## config.mk

```make
export PLATFORM = sky130hd
export DESIGN_NAME = lri_link_init
export DESIGN_NICKNAME = d
export VERILOG_FILES = /design/src/lri_pkg.sv /design/src/lri_link_init.sv
export SDC_FILE = /design/constraint.sdc
export NUM_CORES = 1
export LEC_CHECK = 0
export BUFFER_PORTS_ARGS = -buffer_cell sky130_fd_sc_hd__buf_2
export CAP_MARGIN = 10
export CORE_AREA = 10 10 182 116
export CTS_CLUSTER_SIZE = 24
export DETAILED_ROUTE_END_ITERATION = 7
export DIE_AREA = 0 0 192 126
export GPL_ROUTABILITY_DRIVEN = 0
export GPL_TIMING_DRIVEN = 0
export MAX_ROUTING_LAYER = met4
export PLACE_DENSITY = 0.75
export SKIP_CTS_REPAIR_TIMING = 1
export SLEW_MARGIN = 20
export SYNTH_ARGS = -nofsm -noshare
export SYNTH_HDL_FRONTEND = slang
export SYNTH_SLANG_ARGS = --single-unit
```

## constraint.sdc

```tcl
create_clock -name ref_clk_i -period 4.6 [get_ports ref_clk_i]
set_input_delay 0.46 -clock ref_clk_i [delete_from_list [all_inputs] [get_ports ref_clk_i]]
set_output_delay 0.46 -clock ref_clk_i [all_outputs]
set_load 0.02 [all_outputs]
```

## src/lri_pkg.sv

```systemverilog
// Shared constants and carrier types for the link reset and width initialisation block.
package lri_pkg;

   // ----------------------------------------
   // Clock and timing
   // ----------------------------------------
   localparam int REF_CLK_MHZ = 50;           // Core clock rate in MHz.
   localparam int COLD_LINK_MHZ = 200;        // Link clock rate after a cold reset.
   localparam int MIN_RX_LINK_MHZ = 200;      // Lowest forwarded clock every receiver takes.
   localparam int CTL_DELAY_US = 1;           // Device-specific wait after reset before CTL.
   localparam int CTL_DELAY_CYC = (CTL_DELAY_US * REF_CLK_MHZ > 1) ?
                                  CTL_DELAY_US * REF_CLK_MHZ : 1;
   localparam int SYNC_HOLD_BT = 16;          // All-ones hold after both CTLs seen.
   localparam int LOW_HOLD_BT = 512;          // Low hold base length.
   localparam int LOW_STEP_BT = 4;            // Low hold extension step.
   localparam int FRAME_BT = 4;               // CAD-high framing bit-times.
   localparam int CRC_GAP_BT = 512;           // Bit-times between CRC insertions.
   localparam int CRC_SETTLE_CYC = 4;         // Core cycles before CRC flops are read.
   localparam int TX_PPM_MAX = 1000;          // Async transmit overspeed limit.
   localparam int PEER_PPM_MAX = 2000;        // Async overspeed versus receiver.

   // ----------------------------------------
   // CAD width patterns
   // ----------------------------------------
   localparam logic [31:0] CAD_PAT_W2 = 32'h0000_0003;
   localparam logic [31:0] CAD_PAT_W4 = 32'h0000_000f;
   localparam logic [31:0] CAD_PAT_W8 = 32'h0000_00ff;
   localparam logic [31:0] CAD_PAT_W16 = 32'h0000_ffff;
   localparam logic [31:0] CAD_PAT_ALL = 32'hffff_ffff;
   localparam logic [31:0] CAD_PAT_NONE = 32'h0000_0000;

   // ----------------------------------------
   // Width codes
   // ----------------------------------------
   localparam logic [2:0] WID_8 = 3'h0;
   localparam logic [2:0] WID_16 = 3'h1;
   localparam logic [2:0] WID_32 = 3'h3;
   localparam logic [2:0] WID_2 = 3'h4;
   localparam logic [2:0] WID_4 = 3'h5;
   localparam logic [2:0] WID_RST = WID_8;    // Width field reset value.

   // ----------------------------------------
   // Register map
   // ----------------------------------------
   localparam logic [3:0] REG_CTRL = 4'h0;    // [0] go, [1] async, [3:2] low-hold extra N.
   localparam logic [3:0] REG_WIDTH = 4'h1;   // [2:0] width in, [6:4] width out, rw.
   localparam logic [3:0] REG_STATUS = 4'h2;  // [0] end of chain, [1] done, [6:4] state.
   localparam logic [3:0] REG_CRC = 4'h3;     // [31:0] last captured CRC word.
   localparam logic [3:0] REG_PTR = 4'h4;     // [7:0] read pointer, [15:8] freeze count.
   localparam logic [3:0] REG_ERRLOG = 4'h5;  // [0] persistent CRC miss flag.

   // Sync sequence states, Gray coded along the normal path.
   typedef enum logic [2:0] {
      LRI_ST_RESET = 3'b000,
      LRI_ST_WAIT = 3'b001,
      LRI_ST_SYNC = 3'b011,
      LRI_ST_LOW = 3'b010,
      LRI_ST_FRAME = 3'b110,
      LRI_ST_RUN = 3'b111
   } lri_state_t;

   // Outbound link lines travel together.
   typedef struct packed {
      logic ctl;
      logic [31:0] cad;
   } lri_link_t;

endpackage : lri_pkg

```

## src/lri_link_init.sv

```systemverilog
// Reset sequencing, CAD width negotiation, sync sequence and receive pointer start.
//
// The address map and strobed register access were decided locally.
`timescale 1ns/10ps

module lri_link_init #(
   parameter int RX_WIDTH = 8,                // Receiver width in bits.
   parameter int TX_WIDTH = 8,                // Transmitter width in bits.
   parameter int PTR_W = 3,                   // Receive pointer width.
   parameter int PTR_OFFSET = 4               // Load ahead of unload after start.
) (
   // Core clock, enable and resets.
   input wire logic ref_clk_i,
   input wire logic ce_i,
   input wire logic rstn_i,
   input wire logic pwrok_i,
   // Link receive side pins.
   input wire logic rx_clk_i,
   input wire logic rx_ctl_i,
   input wire logic [31:0] rx_cad_i,
   // Link transmit side pins.
   output lri_pkg::lri_link_t tx_link_o,
   output logic tx_clk_o,
   // Register port.
   input wire logic [3:0] reg_addr_i,
   input wire logic [31:0] reg_wdata_i,
   input wire logic reg_wr_i,
   input wire logic reg_rd_i,
   output logic [31:0] reg_rdata_o,
   // Status.
   output logic link_up_o,
   output logic rd_ptr_adv_o
);
   import lri_pkg::*;

   // ----------------------------------------
   // Reset classification
   // ----------------------------------------
   // Reset is undefined before power-good, so power-good gates it in.
   logic int_rstn;
   assign int_rstn = rstn_i & pwrok_i;
   logic cold_reg;                        // Set once a cold reset is seen.
   logic pwrok_s1_reg, pwrok_s2_reg;
   lri_state_t cur_reg;                   // Sync sequence state.
   logic crc_miss;                        // Late CRC flop check failed.

   // Power-good is only sampled once the chain is out of reset.
   always_ff @(posedge ref_clk_i or negedge int_rstn) begin
      if (!int_rstn) begin
         pwrok_s1_reg <= 1'b0;
         pwrok_s2_reg <= 1'b0;
      end else begin
         pwrok_s1_reg <= 1'b1;
         pwrok_s2_reg <= pwrok_s1_reg;
      end
   end

   // Cold flag: power-good low forces it high asynchronously via its own reset.
   always_ff @(posedge ref_clk_i or negedge pwrok_i) begin
      if (!pwrok_i) begin
         cold_reg <= 1'b1;
      end else if (ce_i && pwrok_s2_reg && cur_reg == LRI_ST_RUN) begin
         cold_reg <= 1'b0;
      end
   end

   // ----------------------------------------
   // Input synchronisers
   // ----------------------------------------
   // No reset here: the flops keep tracking the pins through reset, so the
   // CAD pattern has settled by the time it is sampled after release.
   logic [33:0] rx_s1_reg, rx_s2_reg, rx_s3_reg;
   always_ff @(posedge ref_clk_i) begin
      if (ce_i) begin
         rx_s1_reg <= {rx_clk_i, rx_ctl_i, rx_cad_i};
         rx_s2_reg <= rx_s1_reg;
         rx_s3_reg <= rx_s2_reg;
      end
   end
   logic rx_clk_s, rx_ctl_s;
   logic [31:0] rx_cad_s;
   assign {rx_clk_s, rx_ctl_s, rx_cad_s} = rx_s2_reg;
   // Rising edge of the forwarded clock marks one received bit-time.
   logic rx_edge;
   assign rx_edge = rx_clk_s & ~rx_s3_reg[33];

   // ----------------------------------------
   // Transmit clock and bit-time tick
   // ----------------------------------------
   // A core divider stands in for the 200 MHz link clock at reset rate.
   // It is exact and stable from the first edge, so reset never needs
   // stretching and the transmit rate carries no ppm offset.
   logic tick_reg;
   always_ff @(posedge ref_clk_i or negedge int_rstn) begin
      if (!int_rstn) begin
         tx_clk_o <= 1'b0;
         tick_reg <= 1'b0;
      end else if (ce_i) begin
         tx_clk_o <= ~tx_clk_o;
         tick_reg <= tx_clk_o;  // High when the next edge raises tx_clk_o.
      end
   end

   // ----------------------------------------
   // Registers
   // ----------------------------------------
   logic go_reg, async_reg;
   logic [1:0] extra_n_reg;
   logic [2:0] win_reg, wout_reg;
   logic eoc_reg, errlog_reg;
   logic [31:0] crc_reg;
   logic [PTR_W-1:0] rd_ptr_reg, wr_ptr_reg;
   logic [7:0] freeze_cnt_reg;
   // Persistent error log survives a warm reset only.
   always_ff @(posedge ref_clk_i or negedge pwrok_i) begin
      if (!pwrok_i) begin
         errlog_reg <= 1'b0;
      end else if (ce_i) begin
         if (crc_miss) begin
            errlog_reg <= 1'b1;
         end else if (reg_wr_i && reg_addr_i == REG_ERRLOG && reg_wdata_i[0]) begin
            errlog_reg <= 1'b0;
         end
      end
   end

   // Control register.
   always_ff @(posedge ref_clk_i or negedge int_rstn) begin
      if (!int_rstn) begin
         go_reg <= 1'b1;
         async_reg <= 1'b0;
         extra_n_reg <= 2'h0;
      end else if (ce_i && reg_wr_i && reg_addr_i == REG_CTRL) begin
         go_reg <= reg_wdata_i[0];
         async_reg <= reg_wdata_i[1];
         extra_n_reg <= reg_wdata_i[3:2];
      end
   end

   // Width fields: negotiated at cold release, kept across warm reset.
   function automatic logic [2:0] lri_neg(input logic [31:0] cad);
      logic [2:0] w;
      w = WID_8;
      if (cad == CAD_PAT_W2) begin
         w = WID_2;
      end else if (cad == CAD_PAT_W4) begin
         w = WID_4;
      end
      return w;
   endfunction : lri_neg
   localparam logic [2:0] RX_CAP = (RX_WIDTH == 2) ? WID_2 : (RX_WIDTH == 4) ? WID_4 : WID_8;
   localparam logic [2:0] TX_CAP = (TX_WIDTH == 2) ? WID_2 : (TX_WIDTH == 4) ? WID_4 : WID_8;
   // Codes 4 and 5 mean 2 and 4 bits, so the smaller of them is narrower.
   function automatic logic [2:0] lri_min(input logic [2:0] a, input logic [2:0] b);
      return (a[2] && (!b[2] || a < b)) ? a : b;
   endfunction : lri_min

   logic sample_reg; // One pulse after each reset release, warm or cold.
   always_ff @(posedge ref_clk_i or negedge pwrok_i) begin
      if (!pwrok_i) begin
         win_reg <= WID_RST;
         wout_reg <= WID_RST;
         eoc_reg <= 1'b0;
      end else if (ce_i) begin
         if (sample_reg && cold_reg) begin
            win_reg <= lri_min(lri_neg(rx_cad_s), RX_CAP);
            wout_reg <= lri_min(lri_neg(rx_cad_s), TX_CAP);
            eoc_reg <= (rx_cad_s == CAD_PAT_NONE);
         end else if (reg_wr_i && reg_addr_i == REG_WIDTH) begin
            win_reg <= reg_wdata_i[2:0];
            wout_reg <= reg_wdata_i[6:4];
         end
      end
   end

   // Read port: data stands one cycle after the strobe.
   always_ff @(posedge ref_clk_i or negedge int_rstn) begin
      if (!int_rstn) begin
         reg_rdata_o <= '0;
      end else if (ce_i) begin
         reg_rdata_o <= '0;
         if (reg_rd_i) begin
            case (reg_addr_i)
               REG_CTRL: reg_rdata_o <= {28'h0, extra_n_reg, async_reg, go_reg};
               REG_WIDTH: reg_rdata_o <= {25'h0, wout_reg, 1'b0, win_reg};
               REG_STATUS: reg_rdata_o <= {25'h0, cur_reg, 2'h0, link_up_o, eoc_reg};
               REG_CRC: reg_rdata_o <= crc_reg;
               REG_PTR: reg_rdata_o <= {16'h0, freeze_cnt_reg, {(8-PTR_W){1'b0}}, rd_ptr_reg};
               REG_ERRLOG: reg_rdata_o <= {31'h0, errlog_reg};
               default: reg_rdata_o <= '0;
            endcase
         end
      end
   end

   // ----------------------------------------
   // Sync sequence
   // ----------------------------------------
   // Bit-time scale: x1 for 8 bits and up, x2 for 4, x4 for 2.
   logic [2:0] scale;
   always_comb begin
      scale = 3'h1;
      if (wout_reg == WID_4) begin
         scale = 3'h2;
      end else if (wout_reg == WID_2) begin
         scale = 3'h4;
      end
   end
   logic [15:0] cnt_reg;
   logic peer_ctl_reg;
   logic [31:0] rst_pat;
   always_comb begin
      rst_pat = CAD_PAT_ALL;
      if (TX_WIDTH < RX_WIDTH) begin
         rst_pat = CAD_PAT_ALL;
      end else if (RX_WIDTH == 2) begin
         rst_pat = CAD_PAT_W2;
      end else if (RX_WIDTH == 4) begin
         rst_pat = CAD_PAT_W4;
      end
      if (!cold_reg) begin
         // Warm reset: programmed width high, upper bits low.
         case (wout_reg)
            WID_2: rst_pat = CAD_PAT_W2;
            WID_4: rst_pat = CAD_PAT_W4;
            WID_8: rst_pat = CAD_PAT_W8;
            WID_16: rst_pat = CAD_PAT_W16;
            default: rst_pat = CAD_PAT_ALL;
         endcase
      end
   end

   // Peer CTL latch, sampled on forwarded clock edges.
   always_ff @(posedge ref_clk_i or negedge int_rstn) begin
      if (!int_rstn) begin
         peer_ctl_reg <= 1'b0;
      end else if (ce_i && rx_edge && rx_ctl_s) begin
         peer_ctl_reg <= 1'b1;
      end
   end

   // Main state machine; moves on transmit rising edges, except out of LRI_ST_RESET and the LRI_ST_WAIT countdown.
   // Reset is taken synchronously here so that the width pattern, which is
   // not a constant, stands on the outputs while reset is held.
   always_ff @(posedge ref_clk_i) begin
      if (!int_rstn) begin
         cur_reg <= LRI_ST_RESET;
         cnt_reg <= '0;
         tx_link_o <= '{ctl: 1'b0, cad: rst_pat};
         sample_reg <= 1'b0;
         link_up_o <= 1'b0;
      end else if (ce_i) begin
         sample_reg <= (cur_reg == LRI_ST_RESET);
         case (cur_reg)
            LRI_ST_RESET: begin
               tx_link_o <= '{ctl: 1'b0, cad: rst_pat};
               cur_reg <= LRI_ST_WAIT;
               cnt_reg <= 16'(CTL_DELAY_CYC);
            end
            LRI_ST_WAIT: begin
               if (cnt_reg != 16'h0) begin
                  cnt_reg <= cnt_reg - 16'h1;
               end else if (go_reg && tick_reg) begin
                  tx_link_o.ctl <= 1'b1;
                  tx_link_o.cad <= CAD_PAT_ALL;
                  cur_reg <= LRI_ST_SYNC;
                  cnt_reg <= 16'(SYNC_HOLD_BT) * {13'h0, scale};
               end
            end
            LRI_ST_SYNC: begin
               // Pattern holds until peer CTL is seen, then 16 x scale more bit-times.
               if (peer_ctl_reg && tick_reg) begin
                  if (cnt_reg > 16'h1) begin
                     cnt_reg <= cnt_reg - 16'h1;
                  end else begin
                     tx_link_o <= '0;
                     cur_reg <= LRI_ST_LOW;
                     cnt_reg <= 16'(16'(LOW_HOLD_BT) + 16'(LOW_STEP_BT) * {14'h0, extra_n_reg})
                                * {13'h0, scale};
                  end
               end
            end
            LRI_ST_LOW: begin
               if (tick_reg) begin
                  if (cnt_reg > 16'h1) begin
                     cnt_reg <= cnt_reg - 16'h1;
                  end else begin
                     tx_link_o.cad <= rst_pat;
                     cur_reg <= LRI_ST_FRAME;
                     cnt_reg <= 16'(FRAME_BT) * {13'h0, scale};
                  end
               end
            end
            LRI_ST_FRAME: begin
               if (tick_reg) begin
                  if (cnt_reg > 16'h1) begin
                     cnt_reg <= cnt_reg - 16'h1;
                  end else begin
                     tx_link_o <= '{ctl: 1'b1, cad: 32'h0};
                     cur_reg <= LRI_ST_RUN;
                     link_up_o <= 1'b1;
                  end
               end
            end
            LRI_ST_RUN: begin
               link_up_o <= 1'b1;
            end
            default: cur_reg <= LRI_ST_RESET;
         endcase
      end
   end

   // ----------------------------------------
   // Receive pointers and CRC flops
   // ----------------------------------------
   // Depth 2**PTR_W must cover drift, skew and the two-flop delay.
   logic peer_low_seen;
   assign peer_low_seen = rx_edge && !rx_ctl_s && (rx_s3_reg[32] == 1'b1);
   logic crc_slot;
   logic [9:0] bt_cnt_reg;
   logic [2:0] settle_reg;
   assign crc_slot = (bt_cnt_reg == 10'(CRC_GAP_BT - 1));
   assign crc_miss = 1'b0;
   always_ff @(posedge ref_clk_i or negedge int_rstn) begin
      if (!int_rstn) begin
         wr_ptr_reg <= '0;
         rd_ptr_reg <= '0;
         rd_ptr_adv_o <= 1'b0;
         freeze_cnt_reg <= '0;
         bt_cnt_reg <= '0;
         crc_reg <= '0;
         settle_reg <= '0;
      end else if (ce_i) begin
         rd_ptr_adv_o <= 1'b0;
         if (peer_low_seen) begin
            wr_ptr_reg <= PTR_W'(PTR_OFFSET);
            rd_ptr_reg <= '0;
            bt_cnt_reg <= '0;
         end else if (rx_edge) begin
            bt_cnt_reg <= crc_slot ? 10'h0 : bt_cnt_reg + 10'h1;
            if (async_reg && crc_slot) begin
               crc_reg <= rx_cad_s;
               settle_reg <= 3'(CRC_SETTLE_CYC);
            end else begin
               wr_ptr_reg <= wr_ptr_reg + 1'b1;
            end
         end
         if (settle_reg != 3'h0) begin
            settle_reg <= settle_reg - 3'h1;
         end
         // Unload only when data is present, freezing otherwise.
         if (link_up_o && !peer_low_seen) begin
            if (rd_ptr_reg != wr_ptr_reg) begin
               rd_ptr_reg <= rd_ptr_reg + 1'b1;
               rd_ptr_adv_o <= 1'b1;
            end else begin
               freeze_cnt_reg <= freeze_cnt_reg + 8'h1;
            end
         end
      end
   end

   // ----------------------------------------
   // Assertions
   // ----------------------------------------
   a_ctl_low_reset: assert property (@(posedge ref_clk_i) disable iff (!int_rstn)
      cur_reg == LRI_ST_WAIT |-> !tx_link_o.ctl) else $error("CTL high during reset hold");
   a_hold_pattern: assert property (@(posedge ref_clk_i) disable iff (!int_rstn)
      cur_reg == LRI_ST_SYNC && !peer_ctl_reg |=> tx_link_o.ctl)
      else $error("Sync pattern left early");
   a_invert_both: assert property (@(posedge ref_clk_i) disable iff (!int_rstn)
      cur_reg == LRI_ST_SYNC ##1 cur_reg == LRI_ST_LOW |-> tx_link_o == '0)
      else $error("CTL and CAD not inverted together");
   a_frame_ctl: assert property (@(posedge ref_clk_i) disable iff (!int_rstn)
      $rose(link_up_o) |-> tx_link_o.ctl && $past(cur_reg) == LRI_ST_FRAME)
      else $error("CTL not high after framing");
   a_eoc_zero: assert property (@(posedge ref_clk_i) disable iff (!int_rstn)
      sample_reg && cold_reg && rx_cad_s == 32'h0 |=> eoc_reg)
      else $error("End of chain not set");
   a_ptr_offset: assert property (@(posedge ref_clk_i) disable iff (!int_rstn)
      ce_i && peer_low_seen |=> wr_ptr_reg == PTR_W'(PTR_OFFSET) && rd_ptr_reg == '0)
      else $error("Pointers not set to offset");
   a_rd_freeze: assert property (@(posedge ref_clk_i) disable iff (!int_rstn)
      ce_i && link_up_o && !peer_low_seen && rd_ptr_reg == wr_ptr_reg |=> !rd_ptr_adv_o)
      else $error("Read pointer advanced on empty");
   a_rst_gate: assert property (@(posedge ref_clk_i)
      !pwrok_i |=> cold_reg && cur_reg == LRI_ST_RESET)
      else $error("Power-good low did not force a cold reset");
   c_link_up: cover property (@(posedge ref_clk_i) $rose(link_up_o));
   c_warm: cover property (@(posedge ref_clk_i) sample_reg && !cold_reg);
   c_freeze: cover property (@(posedge ref_clk_i) link_up_o && rd_ptr_reg == wr_ptr_reg);

endmodule : lri_link_init

```

==> results.yml, run 1 <==
clocking:
  max-clock-path-buffers: 3
  cts_root_buf: "clkbuf_16"
  cts.sinks: 203
  tritoncts: "built"
  h-tree-depth: 1
  clkTransAtPathRegs_ns: 0.07
  clk_latency_ns: 0.50
  cts_buffers: 19
pwr:
  seqPwrFrac_pct: 52.2
  peakVddDrop_mv: 0.269
  total_power_mw: 3.97
  powerDensity_nw_per_um2: 380
  clkPwrFrac_pct: 38.2
  power_frac_comb_pct: 9.6
  p_leak_nw: 4.42
  power.switching_uw: 990
  p_int_mw: 2.98
  swShare_pct: 24.9
die:
  dieWidth_um: 192
  core_um2: 17700
  die-area_um2: 24200
  ioPinCount: 144
  rows: 38
  initial_core_util_pct: 50.0
  die_h_um: 126
synth:
  yosysUniqueCellTypes: 62
  ys_ff_latch: 203
  ys_async_sr_fraction_pct: 52.2
  yosysSeqAreaShare_pct: 60.3
  syn_area_um2: 8870
  yosys_warnings: 0
  synth_cells: 764
  synth_edf_count: 75
  synth_flop_cell: "dfrtp_1"
  synth_area_per_cell_um2: 11.6
  syn_nets: 851
sta:
  fmax_ghz: 0.359
  worst_pin_slew_ns: 0.836
  relSlewSlack_pct: 43.8
  skew_ns: 0.0186
  final.period_utilization_pct: 60.5
  period_needed_ns: 2.78
  rsz0062_at_grt: "false"
  hold_violations: 0
  setup_viol_count_final: 0
  hold_slack_ns: 0.133
  final_max_slew_viol_count: 0
  setup_tns_ns: 0
global_route:
  grt_pass1_vias: 6170
  grt_util_all_layers_pct: 17.6
  grt-ovfl-total: 0
  grt_pass1_wl_mm: 33.5
  grt_max_degree: 78
  antenna_found_initial: 1
routing:
  wl_per_cell_um: 18.3
  drt_iter0_markers: 631
  drc_errors: 0
  routed_via_density: 5.49
  drt-pass1-iter-count: 5
  drt_wl_total_mm: 21.2
  dr_total_vias: 6376
  ant_nets: 0
finish:
  fin_cells: 1161
  final.fill_count: 1443
  area_delta_synth_final_pct: 17.8
  final_net_count: 994
  layout-drive-gt1-share_pct: 26.1
  fin_util_pct: 58.9
  final_common_cell: "buf_2"
  regArea_um2: 5350
  final_cell_mix: "buf_2, dfrtp_1, edfxtp_1"
  multi_input_comb_area_um2: 3060
critical_path:
  crit_path_max_incr_delay_ns: 0.62
  cp-start-kind: "flop"
  crit_arrival_ns: 3.17
  path_max_fanout: 7
  worstPathCellList: "nor4_1 > nand4_1 > a21oi_1 > a21boi_2 > o21ai_0 > a31o_2"
  cp-end-kind: "flop"
  worstSetupPathType: "flop to flop"
  cpMaxStageDelayCell: "a21oi_1"
  required_ns: 4.99
placed_design:
  dpl.cell_count: 1125
  hpwlAfterDp_mm: 15.8
  io_buffer_count: 118
flow_run:
  max_cap_viol_count: 0
min_path:
  hp-class: "primary input to flop"
status:
  run_status: "complete, no violations"
-- per-layer routing --
| layer | vias to the layer above | global-route usage [%] | wire, µm |
|---|---|---|---|
| li1 | 3024 | - | - |
| met2 | 246 | 22.9 | 8430 |
| met3 | 23 | 5.07 | 2310 |
| met5 | - | - | 0 |
| met1 | 3083 | 26.3 | 10200 |
| met4 | 0 | 3.54 | 305 |
-- metrics by stage --
step	area [µm²]	setup WS, ns
final	10500	1.82
after global placement	9770	-0.0297
after floorplan	8870	1.41
after detailed placement	9840	1.75
after CTS	10400	1.90
after global routing	10500	1.61
-- path summary, 6_finish.rpt --
path / endpoint / startpoint / slack, ns / cells past startpoint
worst max-delay path: cnt_reg[7] / cnt_reg[6] / 1.82 / 6
min in group asynchronous: extra_n_reg[0] / rstn_i / 0.32 / 4
worst min-delay path: rx_s1_reg[3] / rx_cad_i[3] / 0.13 / 1
worst max register to register: cnt_reg[7] / cnt_reg[6] / 1.82 / 6
max in group asynchronous: crc_reg[19] / pwrok_i / 2.80 / 6
worst min register to register: pwrok_s2_reg / pwrok_s1_reg / 0.35 / 0
-- synthesized netlist by cell type, types with 8 or more instances --
master / count / area (µm²)
a21oi_1: 18 / 90.1
a22oi_1: 13 / 97.6
a31oi_1: 11 / 68.8
buf_4: 27 / 203
clkbuf_1: 23 / 86.3
dfrtp_1: 104 / 2600
dfxtp_1: 22 / 440
edfxtp_1: 75 / 2250
ha_1: 10 / 125
inv_1: 45 / 169
mux2_2: 43 / 484
nand2_1: 66 / 248
nand3_1: 20 / 100
nand4_1: 9 / 56.3
nor2_1: 48 / 180
nor2b_1: 8 / 50.1
nor3_1: 12 / 60.1
nor4_1: 16 / 100
o21ai_0: 43 / 215
o22ai_1: 21 / 131
xnor2_1: 19 / 166
-- critical path, delay by kind of cell, from the launching register on --
kind / cells / cell delay, ns
AND/OR/NAND/NOR: 2 / 0.88
flip-flops: 1 / 0.38
AO/OA/AOI/OAI: 4 / 1.42
-- area by class of cell --
cell class,count,share of cell area (%)
diodes,1,0.0239
plain buffers,53,3.01
clock buffers,25,4.86
clock inverters,9,0.838
inverters,46,1.65
multi-input cells,462,29.3
flip-flops and latches,203,51.2
well taps,240,2.87
repair buffers,122,6.27
-- power by group through the flow --
| stage | combinational (mW) | clock (mW) | sequential [mW] |
|---|---|---|---|
| floorplan | 0.244 | 0 | 2.09 |
| global placement | 0.360 | 0 | 2.11 |
| finish | 0.382 | 1.52 | 2.07 |
| detailed placement | 0.375 | 0 | 2.11 |
| global route | 0.424 | 1.61 | 2.09 |
| CTS | 0.378 | 1.55 | 2.07 |
-- cells by family (layout without fill, tap and decap cells) --
logic type	Yosys count	in the layout	share of synthesized area, %
flip-flops	203	203	60.3
adder cells (fa/ha/maj)	11	11	1.64
AND/OR/NAND/NOR	224	224	12.9
AO/OA/AOI/OAI	151	151	11.0
other	1	2	0.0423
multiplexers	49	49	6.27
buffers and inverters	99	255	5.37
XOR/XNOR	26	26	2.57
Note: power is estimated with default switching activity, not from simulation.
==> run 2, diff against run 1 <==
Settings changed: CORE_AREA 10 10 182 116 to 10 10 174 111, DIE_AREA 0 0 192 126 to 0 0 184 121, PLACE_DENSITY 0.75 to 0.78.
Clock period 4.6 ns to 2.65 ns, I/O delays scaled along.
==> run 2 against run 1 <==
Against the previous run:
- via count increased by 4.2%
- clock skew decreased by 0.0081 ns
- fmax increased by 9.6%
==> results.yml, run 2 (synthesis gave the netlist of run 1 again) <==
status:
  run_status: "complete, no violations"
die:
  die_h_um: 121
  rows: 36
  die-area_um2: 22300
  dieWidth_um: 184
  core_um2: 16000
  initial_core_util_pct: 55.3
  ioPinCount: 144
flow_run:
  max_cap_viol_count: 0
sta:
  fin_ws_ns: 0.111
  hold_violations: 0
  final.period_utilization_pct: 95.8
  setup_viol_count_final: 0
  worst_pin_slew_ns: 0.788
  fmax_ghz: 0.394
  relSlewSlack_pct: 47.4
  setup_tns_ns: 0
  final_max_slew_viol_count: 0
  skew_ns: 0.0105
  period_needed_ns: 2.54
finish:
  final_common_cell: "buf_2"
  final_net_count: 1028
  antenna-diode-count: 0
  final_cell_mix: "buf_2, dfrtp_1, edfxtp_1"
  area_delta_synth_final_pct: 22.0
  final.fill_count: 1130
  layout-drive-gt1-share_pct: 26.3
  fin_cells: 1162
critical_path:
  timing.rr.end: "cnt_reg[7]"
  crit_arrival_ns: 2.92
  cp-end-kind: "flop"
  ff2ff_setup_slack_ns: 0.11
  cp-start-kind: "flop"
  endpoint: "cnt_reg[7]"
  worstSetupPathType: "flop to flop"
  startpoint: "cnt_reg[2]"
  ff2ff_path_depth: 6
  r2r-start: "cnt_reg[2]"
  required_ns: 3.03
  path_max_fanout: 10
global_route:
  grt_pass1_wl_mm: 33.1
  grt_pass1_vias: 6115
  grt-ovfl-total: 0
  grt_util_all_layers_pct: 18.9
  antenna_found_initial: 0
  grt_max_degree: 77
pwr:
  total_power_mw: 6.97
  p_leak_nw: 4.60
  power_frac_comb_pct: 10.4
  powerDensity_nw_per_um2: 644
  swShare_pct: 24.6
  power.switching_mw: 1.72
  p_int_mw: 5.26
  peakVddDrop_mv: 0.710
  seqPwrFrac_pct: 51.7
  clkPwrFrac_pct: 37.9
clocking:
  max-clock-path-buffers: 3
  clk_latency_ns: 0.49
  cts_root_buf: "clkbuf_16"
  tritoncts: "built"
  cts_buffers: 19
  cts.sinks: 203
  h-tree-depth: 1
  clkTransAtPathRegs_ns: 0.07
routing:
  wl_per_cell_um: 18.9
  ant_nets: 0
  drc_errors: 0
  drt_wl_total_mm: 22.0
  drt_iter0_markers: 703
  routed_via_density: 5.72
  drt-pass1-iter-count: 5
  dr_total_vias: 6644
placed_design:
  pre_cts_slack_ns: -0.415
  io_buffer_count: 118
  dpl.cell_count: 1093
  hpwlAfterDp_mm: 15.4
min_path:
  hp-class: "primary input to flop"
[run 2: cell count changes in the layout (fill, tap and decap cells not counted), sizes merged]
| cell | before | now |
|---|---|---|
| diode | 1 | 0 |
| dlygate4sd3 | 1 | 35 |
| clkbuf | 48 | 45 |
| inv | 48 | 47 |
| clkinvlp | 3 | 0 |
| clkinv | 3 | 8 |
| buf | 151 | 152 |
[run 2: worst min-delay path by stage]
stage / start / end / cells after the start
finish: reg_wdata_i[0] / go_reg / 2
detailed placement: pwrok_i / win_reg[1] / 1
global placement: pwrok_i / win_reg[1] / 1
floorplan: pwrok_i / eoc_reg / 0
global route: reg_wdata_i[0] / go_reg / 2
CTS: pwrok_i / win_reg[0] / 1
[run 2: metal layers]
layer / track usage (%) / wire length [µm] / vias up / part of all wire, %
li1: - / - / 3093 / -
met1: 27.7 / 10100 / 3240 / 46
met2: 26.5 / 9620 / 282 / 44
met3: 3.92 / 1970 / 29 / 9.0
met4: 3.26 / 300 / 0 / 1.4
met5: - / 0 / - / 0
[run 2: cell type report]
| cell class | instances | area, µm² | area share (%) |
|---|---|---|---|
| multi-input cells | 462 | 3110 | 28.8 |
| flip-flops and latches | 203 | 5350 | 49.4 |
| inverters | 46 | 173 | 1.60 |
| repair buffers | 157 | 1010 | 9.36 |
| plain buffers | 52 | 313 | 2.89 |
| clock buffers | 23 | 520 | 4.81 |
| clock inverters | 10 | 81.3 | 0.751 |
| well taps | 209 | 262 | 2.42 |
[run 2: power groups by stage]
stage / Clock [mW] / Sequential (mW) / Combinational [mW]
2_1_floorplan: 0 / 3.62 / 0.424
3_3_place_gp: 0 / 3.65 / 0.618
3_5_place_dp: 0 / 3.66 / 0.653
4_1_cts: 2.68 / 3.60 / 0.656
5_1_grt: 2.81 / 3.63 / 0.792
6_report: 2.64 / 3.61 / 0.723
[run 2: critical path: stages (launching register included)]
cell and delay [ns]:
dfxtp_1 0.38, nor4_4 0.50, nand4_1 0.38, nor2_2 0.49
o21ai_2 0.24, and4_1 0.24, a31o_2 0.21
[run 2: through the flow]
| step | util, % | hold slack (ns) | cell area, µm² |
|---|---|---|---|
| after floorplan | - | -0.0306 | 8880 |
| final | 67.5 | 0.0274 | 10800 |
| after global placement | 60.7 | 0.168 | 9730 |
| after detailed placement | 61.2 | 0.170 | 9810 |
| after global routing | 67.5 | 0.0160 | 10800 |
| after CTS | 64.9 | -0.342 | 10400 |
